==> config.mk <==
export PLATFORM = sky130hd
export DESIGN_NAME = boot_strap_mode_select
export DESIGN_NICKNAME = d
export VERILOG_FILES = /design/src/hdl/boot_strap_pkg.sv /design/src/hdl/boot_strap_mode_select.sv
export SDC_FILE = /design/constraint.sdc
export NUM_CORES = 1
export LEC_CHECK = 0
export BUFFER_PORTS_ARGS = -buffer_cell sky130_fd_sc_hd__buf_4
export CORE_MARGIN = 4
export CORE_UTILIZATION = 50
export CTS_CLUSTER_SIZE = 14
export DETAILED_ROUTE_END_ITERATION = 8
export PLACE_DENSITY = 0.7
export REMOVE_ABC_BUFFERS = 1
export SLEW_MARGIN = 5
export SYNTH_ARGS = -nofsm -noshare
export SYNTH_HDL_FRONTEND = slang
export SYNTH_SLANG_ARGS = --single-unit
export TNS_END_PERCENT = 1
==> constraint.sdc <==
create_clock -name mclk -period 4.41 [get_ports mclk]
set_input_delay 0.441 -clock mclk [delete_from_list [all_inputs] [get_ports mclk]]
set_output_delay 0.441 -clock mclk [all_outputs]
set_load 0.05 [all_outputs]
==> src/hdl/boot_strap_pkg.sv <==
// Package of constants and types for the boot strap mode selector
package boot_strap_pkg;

  // ----------------------------------------------------------------------
  // Strap codes, ordered {bit2, bit1, bit0}
  // ----------------------------------------------------------------------
  localparam logic [2:0] SERIAL_LOAD_CODE     = 3'h4;
  localparam logic [2:0] RUN_TWO_WIRE_CODE    = 3'h1;
  localparam logic [2:0] RUN_FOUR_WIRE_CODE   = 3'h0;
  localparam logic [2:0] BREAK_DETECT_CODE    = 3'h2;
  localparam logic [2:0] FACTORY_RESTORE_CODE = 3'h3;

  // ----------------------------------------------------------------------
  // Timing and reset values
  // ----------------------------------------------------------------------
  localparam int         CLK_PERIOD_NS     = 10;
  localparam int         BREAK_TIME_NS     = 1000;
  localparam int         BREAK_CYCLES      = (BREAK_TIME_NS + CLK_PERIOD_NS - 1) / CLK_PERIOD_NS;
  localparam int         SETTLE_CYCLES     = 4;
  localparam logic [2:0] STRAP_RESET_VALUE = 3'h0;

  // Sequencer states: sensing, deciding, then the selected boot flow
  typedef enum logic [2:0] {
    BOOT_SENSE   = 3'h0,
    BOOT_DECIDE  = 3'h1,
    BOOT_BREAK   = 3'h3,
    BOOT_LOAD    = 3'h2,
    BOOT_RUN     = 3'h6,
    BOOT_RESTORE = 3'h7,
    BOOT_HALT    = 3'h5
  } boot_state_type;

  // Debug pin mapping
  typedef enum logic [1:0] {
    DEBUG_NONE = 2'h0,
    DEBUG_SWD  = 2'h1,
    DEBUG_JTAG = 2'h2
  } debug_map_type;

  // Outputs that travel together toward the rest of the device
  typedef struct packed {
    logic          serial_load;
    logic          functional_run;
    logic          factory_restore;
    logic          reserved_code;
    logic          serial_port_en;
    logic          bit2_pin_free;
    debug_map_type debug_map;
  } boot_select_type;

endpackage

==> src/hdl/boot_strap_mode_select.sv <==
// Boot strap sampling and boot mode selection
//
// Summary of operation
// (RULE_01) Sample the three strap pins at power-up; pattern picks boot flow.
// (RULE_02) Latch straps into a register before reset release; it drives decisions. Code latches them after release, once the settle count runs out.
// (RULE_03) Latched code sets boot flow and default debug/serial pin mapping.
// (RULE_04) Code 100 selects serial load over the serial port.
// (RULE_05) Serial load waits forever for code, no timeout.
// (RULE_06) Board changes straps before next power-up to leave serial load.
// (RULE_07) Serial load also maps debug as four-wire JTAG.
// (RULE_08) Code 001 runs functional with two-pin SWD.
// (RULE_09) Code 000 runs functional with four-pin JTAG.
// (RULE_10) Code 010 checks receive line for break, keeps four-wire JTAG.
// (RULE_11) Break seen gives serial load, otherwise functional run.
// (RULE_12) Code 011 starts factory restore after reset toggles.
// (RULE_13) After sensing, strap bit 2 pin may be reused.
// (RULE_14) Board uses reused bit 2 pin only as a device output. Board model drives it into the device when reuse_en is set.
// (RULE_15) Strap bit 0 and 1 pins stay dedicated after boot.
// (RULE_16) Outside party holds restore pattern and raises the reset pin.
// (RULE_17) Unfinished factory restore resumes on next power-up.
// (RULE_18) Unassigned codes decode as reserved and are flagged.
// (RULE_19) Latched straps hold until next power-up despite bit 2 pin reuse.
`timescale 1ns/10ps

module boot_strap_mode_select
  import boot_strap_pkg::*;
#(
  parameter int BREAK_CNT = BREAK_CYCLES
) (
  input  wire logic       mclk,
  input  wire logic       nrst,
  input  wire logic       boot_strap_bit2,
  input  wire logic       boot_strap_bit1,
  input  wire logic       boot_strap_bit0,
  input  wire logic       uart_rx,
  input  wire logic       code_loaded,
  input  wire logic       restore_pending,
  input  wire logic       restore_done,
  output boot_select_type boot_select,
  output logic [2:0]      latched_strap,
  output logic            sensing_done,
  output logic            restore_mark
);

  // ----------------------------------------------------------------------
  // State record
  // ----------------------------------------------------------------------
  typedef struct packed {
    boot_state_type  state;
    logic [2:0]      strap;
    logic            captured;
    logic [15:0]     count;
    logic            resume;
    logic            restore_mark;
    boot_select_type sel;
  } strap_state_type;

  localparam logic [15:0] BREAK_LIMIT  = 16'(BREAK_CNT);
  localparam logic [15:0] SETTLE_LIMIT = 16'(SETTLE_CYCLES);

  strap_state_type cur;
  strap_state_type next_cur;

  // ----------------------------------------------------------------------
  // Next-state logic
  // ----------------------------------------------------------------------
  // Straps are caught by a clocked process after release; async reset takes constants
  always_comb begin
    next_cur = cur;
    case (cur.state)
      BOOT_SENSE: begin
        // The restore flag is read once, on the first edge after release
        if (cur.count == 16'h0000) begin
          next_cur.resume = restore_pending;                                  // [RULE_17]
        end
        // Hold sampling for a few cycles so pull resistors settle
        if (cur.count == SETTLE_LIMIT) begin
          next_cur.strap    = {boot_strap_bit2, boot_strap_bit1, boot_strap_bit0}; // [RULE_01]
          next_cur.captured = 1'b1;                                                 // [RULE_02]
          next_cur.count    = 16'h0000;
          next_cur.state    = BOOT_DECIDE;
        end else begin
          next_cur.count = cur.count + 16'h0001;
        end
      end
      BOOT_DECIDE: begin
        // A pending restore wins over the straps so power loss cannot skip it
        next_cur.sel.bit2_pin_free = 1'b1;                                    // [RULE_13]
        if (cur.resume) begin
          next_cur.state               = BOOT_RESTORE;                        // [RULE_17]
          next_cur.sel.factory_restore = 1'b1;
          next_cur.restore_mark        = 1'b1;
          next_cur.sel.debug_map       = DEBUG_JTAG;
        end else begin
          case (cur.strap)                                                    // [RULE_03]
            SERIAL_LOAD_CODE: begin
              next_cur.state              = BOOT_LOAD;                        // [RULE_04]
              next_cur.sel.serial_load    = 1'b1;
              next_cur.sel.serial_port_en = 1'b1;
              next_cur.sel.debug_map      = DEBUG_JTAG;                       // [RULE_07]
            end
            RUN_TWO_WIRE_CODE: begin
              next_cur.state              = BOOT_RUN;
              next_cur.sel.functional_run = 1'b1;
              next_cur.sel.debug_map      = DEBUG_SWD;                        // [RULE_08]
            end
            RUN_FOUR_WIRE_CODE: begin
              next_cur.state              = BOOT_RUN;
              next_cur.sel.functional_run = 1'b1;
              next_cur.sel.debug_map      = DEBUG_JTAG;                       // [RULE_09]
            end
            BREAK_DETECT_CODE: begin
              next_cur.state              = BOOT_BREAK;
              next_cur.sel.serial_port_en = 1'b1;
              next_cur.sel.debug_map      = DEBUG_JTAG;                       // [RULE_10]
            end
            FACTORY_RESTORE_CODE: begin
              next_cur.state               = BOOT_RESTORE;                    // [RULE_12]
              next_cur.sel.factory_restore = 1'b1;
              next_cur.restore_mark        = 1'b1;
              next_cur.sel.debug_map       = DEBUG_JTAG;
            end
            default: begin
              next_cur.state             = BOOT_HALT;
              next_cur.sel.reserved_code = 1'b1;                              // [RULE_18]
            end
          endcase
        end
      end
      BOOT_BREAK: begin
        // Break is a receive line held low for the break window
        if (uart_rx) begin
          next_cur.state              = BOOT_RUN;                             // [RULE_11]
          next_cur.sel.functional_run = 1'b1;
          next_cur.sel.serial_port_en = 1'b0;
        end else if (cur.count == BREAK_LIMIT - 16'h0001) begin
          next_cur.state           = BOOT_LOAD;                               // [RULE_11]
          next_cur.sel.serial_load = 1'b1;
        end else begin
          next_cur.count = cur.count + 16'h0001;
        end
      end
      BOOT_LOAD: begin
        // No timeout: only a new power-up with other straps leaves here
        if (code_loaded) begin
          next_cur.state = BOOT_LOAD;                                         // [RULE_05]
        end
      end
      BOOT_RESTORE: begin
        if (restore_done) begin
          next_cur.restore_mark = 1'b0;
          next_cur.state        = BOOT_RUN;
          next_cur.sel.factory_restore = 1'b0;
          next_cur.sel.functional_run  = 1'b1;
        end
      end
      BOOT_RUN: next_cur.state = BOOT_RUN;
      BOOT_HALT: next_cur.state = BOOT_HALT;
      default: next_cur.state = BOOT_HALT;
    endcase
  end

  // ----------------------------------------------------------------------
  // State register
  // ----------------------------------------------------------------------
  // The strap field is written only in BOOT_SENSE, so bit 2 pin reuse can't disturb it
  always_ff @(posedge mclk or negedge nrst) begin
    if (!nrst) begin
      cur          <= '0;
      cur.strap    <= STRAP_RESET_VALUE;
      cur.sel      <= '0;
    end else begin
      cur          <= next_cur;                                               // [RULE_19]
    end
  end

  // Outputs come straight from the state record; bit 0/1 pins never go free
  assign boot_select   = cur.sel;                                             // [RULE_15]
  assign latched_strap = cur.strap;
  assign sensing_done  = cur.captured;
  assign restore_mark  = cur.restore_mark;

  // ----------------------------------------------------------------------
  // Assertions
  // ----------------------------------------------------------------------
  property p_strap_hold;
    @(posedge mclk) disable iff (!nrst)
      cur.captured |=> $stable(cur.strap);
  endproperty
  a_strap_hold: assert property (p_strap_hold) // [RULE_19]
    else $error("strap changed after capture");

  property p_serial_load;
    @(posedge mclk) disable iff (!nrst)
      (cur.state == BOOT_DECIDE && !cur.resume && cur.strap == SERIAL_LOAD_CODE)
        |=> (boot_select.serial_load && boot_select.debug_map == DEBUG_JTAG);
  endproperty
  a_serial_load: assert property (p_serial_load) // [RULE_04]
    else $error("serial load not selected");

  property p_two_wire;
    @(posedge mclk) disable iff (!nrst)
      (cur.state == BOOT_DECIDE && !cur.resume && cur.strap == RUN_TWO_WIRE_CODE)
        |=> (boot_select.debug_map == DEBUG_SWD && boot_select.functional_run);
  endproperty
  a_two_wire: assert property (p_two_wire) // [RULE_08]
    else $error("two-wire run not selected");

  property p_four_wire;
    @(posedge mclk) disable iff (!nrst)
      (cur.state == BOOT_DECIDE && !cur.resume && cur.strap == RUN_FOUR_WIRE_CODE)
        |=> (boot_select.debug_map == DEBUG_JTAG && boot_select.functional_run);
  endproperty
  a_four_wire: assert property (p_four_wire) // [RULE_09]
    else $error("four-wire run not selected");

  property p_break_run;
    @(posedge mclk) disable iff (!nrst)
      (cur.state == BOOT_BREAK && uart_rx) |=> (cur.state == BOOT_RUN);
  endproperty
  a_break_run: assert property (p_break_run) // [RULE_11]
    else $error("idle line did not run");

  property p_load_stays;
    @(posedge mclk) disable iff (!nrst)
      (cur.state == BOOT_LOAD) |=> (cur.state == BOOT_LOAD);
  endproperty
  a_load_stays: assert property (p_load_stays) // [RULE_05]
    else $error("serial load left");

  property p_reserved;
    @(posedge mclk) disable iff (!nrst)
      (cur.state == BOOT_DECIDE && !cur.resume && cur.strap inside {3'h5, 3'h6, 3'h7})
        |=> boot_select.reserved_code;
  endproperty
  a_reserved: assert property (p_reserved) // [RULE_18]
    else $error("reserved code not flagged");

  property p_resume;
    @(posedge mclk) disable iff (!nrst)
      (cur.state == BOOT_DECIDE && cur.resume) |=> (restore_mark && boot_select.factory_restore);
  endproperty
  a_resume: assert property (p_resume) // [RULE_17]
    else $error("restore not resumed");

  property p_capture_time;
    @(posedge mclk) disable iff (!nrst)
      $rose(sensing_done) |-> $past(cur.state) == BOOT_SENSE;
  endproperty
  a_capture_time: assert property (p_capture_time) // [RULE_02]
    else $error("capture out of sense");

  // Capture happens exactly when the settle count runs out
  property p_capture_edge;
    @(posedge mclk) disable iff (!nrst)
      (cur.state == BOOT_SENSE && cur.count == SETTLE_LIMIT) |=> sensing_done;
  endproperty
  a_capture_edge: assert property (p_capture_edge) // [RULE_01]
    else $error("straps not captured");

  // Nothing is offered to the device before the straps are in
  property p_sense_quiet;
    @(posedge mclk) disable iff (!nrst)
      (cur.state == BOOT_SENSE) |-> (!sensing_done && boot_select == '0);
  endproperty
  a_sense_quiet: assert property (p_sense_quiet) // [RULE_02]
    else $error("outputs active while sensing");

  // Bit 2 pin is only handed over once sensing is over
  property p_pin_free;
    @(posedge mclk) disable iff (!nrst)
      boot_select.bit2_pin_free |-> sensing_done;
  endproperty
  a_pin_free: assert property (p_pin_free) // [RULE_13]
    else $error("bit 2 pin freed early");

  // At most one boot flow is active at a time
  property p_one_flow;
    @(posedge mclk) disable iff (!nrst)
      $onehot0({boot_select.serial_load, boot_select.functional_run,
                boot_select.factory_restore, boot_select.reserved_code});
  endproperty
  a_one_flow: assert property (p_one_flow) // [RULE_03]
    else $error("two boot flows at once");

  property p_break_sel;
    @(posedge mclk) disable iff (!nrst)
      (cur.state == BOOT_DECIDE && !cur.resume && cur.strap == BREAK_DETECT_CODE)
        |=> (cur.state == BOOT_BREAK && boot_select.debug_map == DEBUG_JTAG);
  endproperty
  a_break_sel: assert property (p_break_sel) // [RULE_10]
    else $error("break detect not entered");

  // A full break window of low samples means a loader is attached
  property p_break_load;
    @(posedge mclk) disable iff (!nrst)
      (cur.state == BOOT_BREAK && !uart_rx && cur.count == BREAK_LIMIT - 16'h0001)
        |=> (cur.state == BOOT_LOAD && boot_select.serial_load);
  endproperty
  a_break_load: assert property (p_break_load) // [RULE_11]
    else $error("break did not load");

  // The loader needs the serial port and four-wire debug the whole time
  property p_load_port;
    @(posedge mclk) disable iff (!nrst)
      (cur.state == BOOT_LOAD) |-> (boot_select.serial_port_en && boot_select.debug_map == DEBUG_JTAG);
  endproperty
  a_load_port: assert property (p_load_port) // [RULE_07]
    else $error("load without port or JTAG");

  property p_restore_code;
    @(posedge mclk) disable iff (!nrst)
      (cur.state == BOOT_DECIDE && !cur.resume && cur.strap == FACTORY_RESTORE_CODE)
        |=> (restore_mark && boot_select.factory_restore);
  endproperty
  a_restore_code: assert property (p_restore_code) // [RULE_12]
    else $error("restore not started");

  // The mark drops only when the restore has finished
  property p_restore_end;
    @(posedge mclk) disable iff (!nrst)
      (cur.state == BOOT_RESTORE && restore_done)
        |=> (boot_select.functional_run && !restore_mark && !boot_select.factory_restore);
  endproperty
  a_restore_end: assert property (p_restore_end) // [RULE_17]
    else $error("restore did not end cleanly");

  // Main boot flows reached
  c_load:    cover property (@(posedge mclk) disable iff (!nrst) cur.state == BOOT_LOAD);
  c_run:     cover property (@(posedge mclk) disable iff (!nrst) cur.state == BOOT_RUN);
  c_restore: cover property (@(posedge mclk) disable iff (!nrst) cur.state == BOOT_RESTORE);
  c_halt:    cover property (@(posedge mclk) disable iff (!nrst) cur.state == BOOT_HALT);
  c_break:   cover property (@(posedge mclk) disable iff (!nrst) cur.state == BOOT_BREAK);

endmodule

==> impl_metrics.ini <==
[timing]
drv_slew = 0
period_share = 0.5577
fin_crit_ps = 2459
fin_setup_tns_ps = 0
hold_viol = 0
max_freq_mhz = 406.6
fin_worst_skew_ps = 5.914
worst_pin_slew_ps = 834.0
grt_setup_unrepaired = no
max_slew_margin = 0.4389
finalSetupViolations = 0

[floorplan]
dieArea_mm2 = 0.004526
initial_core_util = 0.5223
ioPinCount = 22
die_h_um = 67.28
fp.dieW_um = 67.28
rows = 21
fp.coreArea_mm2 = 0.003363

[logic_synthesis]
synth_edf_count = 0
synthMuxAreaShare = 0.03134
synth_ff_type = dfrtp_1
synthAdderAreaFrac = 0.01425
synth-compound-area-share = 0.1346
ys_ff_latch = 32
avgSynthCellArea_um2 = 9.599
synth_top_family_by_area = simple AND/OR/NAND/NOR gates
async_flop_share = 1.000
yosys.area_share.simple = 0.2258
synth_xor_area_frac = 0.05484
seq_area_frac_synth = 0.4558
syn_inst = 183
ys.warnings.count = 0
syn-cell-area_mm2 = 0.001757
synth_cell_types = 43

[layout]
layout_commonest_cell = dfrtp_1
drive_gt1_frac = 0.2268
seq_area_um2 = 800.8
fin_cells = 240
antenna_cells = 0
nets = 204
final_cell_mix = dfrtp_1 (32), buf_4 (21), nand2_1 (18)
multi_input_area_um2 = 809.5
nFillCells = 322
syn_to_final_growth_pct = 9.971

[placement]
io_buffers = 21
place_hpwl_um = 2513
gp_congestion = 0.7874
dpl.cell_count = 232

[clock_tree]
clock-sinks = 32
post_cts_buffers = 0
cts_tree = built
clockRootBuffer = clkbuf_4
cts_resized = 0
cts_max_path_buffers = 2
numCtsBuffers = 5
path_clk_slew_ps = 100
clk-insertion-delay-late_ps = 320
hold_buffers = 0
ctsHtreeMaxLevel = 2

[drt]
vias_per_cell = 5.596
drc_errors = 0
drt_iter0_drc = 92
postRouteAntennaNets = 0
wl_per_cell_um = 14.46
dr_total_vias = 1343
drt_first_pass_iters = 4
wirelength_um = 3471

[power]
p_leak_nw = 0.8726
ir_worst_vdd_mv = 0.1577
fin_total_pwr_mw = 0.5239
powerDensity_mw_per_mm2 = 271.2

[setup_path]
cpMaxStageDelayCell = nor4_1
reg2reg_depth = 5
critPathArrivalTime_ps = 2680
r2r_setup_slack_ps = 1950
reg2reg_from = cur[30]
required_ps = 4630
max_stage_delay_ps = 670
critPathCaptureType = flop
critPathKind = reg2reg
cp_max_fo = 11
startpoint_type = flop
crit_chain = nor2b_1 > a21boi_0 > nand4_1 > nor4_1 > mux2_2
timing.rr.end = latched_strap[0]

[global_route]
grt_max_degree = 33
grt_pass1_vias = 1369
grt_overflow = 0
track_usage = 0.1739
antenna_found_initial = 0
grt_pass1_wl_um = 6044

[flow_run]
maxCapViolations = 0

[status]
status = completed

[hold_path]
holdCritPathClass = in2async
==> synth_stat cells (6+ instances only) <==
| master | n | area [um^2] |
|---|---|---|
| nand2_1 | 18 | 67.56 |
| clkbuf_1 | 6 | 22.52 |
| nand3_1 | 7 | 35.03 |
| nor2_1 | 6 | 22.52 |
| a21oi_1 | 7 | 35.03 |
| nand2b_1 | 7 | 43.79 |
| buf_4 | 11 | 82.58 |
| xnor2_1 | 6 | 52.55 |
| inv_1 | 8 | 30.03 |
| o21ai_0 | 11 | 55.05 |
| dfrtp_1 | 32 | 800.8 |
==> critical path: cells and delay by family (launching register included) <==
family             cells  cell delay, ps
muxes                  1             410
DFF                    1             490
AOI/OAI and AO/OA      1             390
and+or+nand+nor        3            1070
==> metal layers <==
metal,track usage,vias to the layer above,share of wire
met4,0.06329,0,0.012
met5,0,-,0
met3,0.03993,5,0.040
met1,0.2074,654,0.44
met2,0.3043,30,0.51
li1,-,654,-
==> cells by family (layout without fill, tap and decap cells) <==
logic type,Yosys count,in the layout
AO/OA/AOI/OAI,36,36
XOR/XNOR,11,11
adder cells (fa/ha/maj),2,2
buffers and inverters,26,37
flip-flops,32,32
multiplexers,5,5
AND/OR/NAND/NOR,71,71
==> power by group <==
part           switching [mW]  leakage [nW]  internal [mW]
sequential                  0         0.405          0.293
combinational         0.00761         0.425        0.00499
clock                  0.0992        0.0422          0.119
total                   0.107         0.873          0.417
==> cell type report <==
class                           instances  area share
Timing Repair Buffer                   21     0.08161
Clock buffer                            6     0.02137
Sequential cell                        32      0.4145
Tap cell                               46     0.02979
Inverter                                8     0.01554
Multi-Input combinational cell        125      0.4190
Clock inverter                          2     0.01813
==> flip-flops by register name, indices dropped and copies added, names as in the netlist <==
register       flops
sensing_done       1
restore_mark       1
boot_select        7
latched_strap      3
cur               20
==> stage by stage <==
| stage | utilization | hold slack [ps] | setup WS [ps] | area, um^2 |
|---|---|---|---|---|
| after floorplan | - | 145.4 | 2246 | 1640 |
| after global placement | 0.5517 | 397.6 | 1979 | 1856 |
| after detailed placement | 0.5517 | 406.7 | 1940 | 1856 |
| after CTS | 0.5744 | 38.87 | 1919 | 1932 |
| after global routing | 0.5744 | 46.06 | 1699 | 1932 |
| final | 0.5744 | 39.87 | 1951 | 1932 |
==> how the worst max path moves through the flow <==
stage | slack, ps | end | startpoint | cells after the start
floorplan | 2250 | cur[30] | cur[14] | 5
global placement | 1980 | latched_strap[0] | cur[30] | 5
detailed placement | 1940 | latched_strap[2] | cur[30] | 5
CTS | 1920 | latched_strap[0] | cur[30] | 5
global route | 1700 | latched_strap[1] | cur[30] | 5
finish | 1950 | latched_strap[0] | cur[30] | 5
Note: power is estimated with default switching activity, not from simulation.
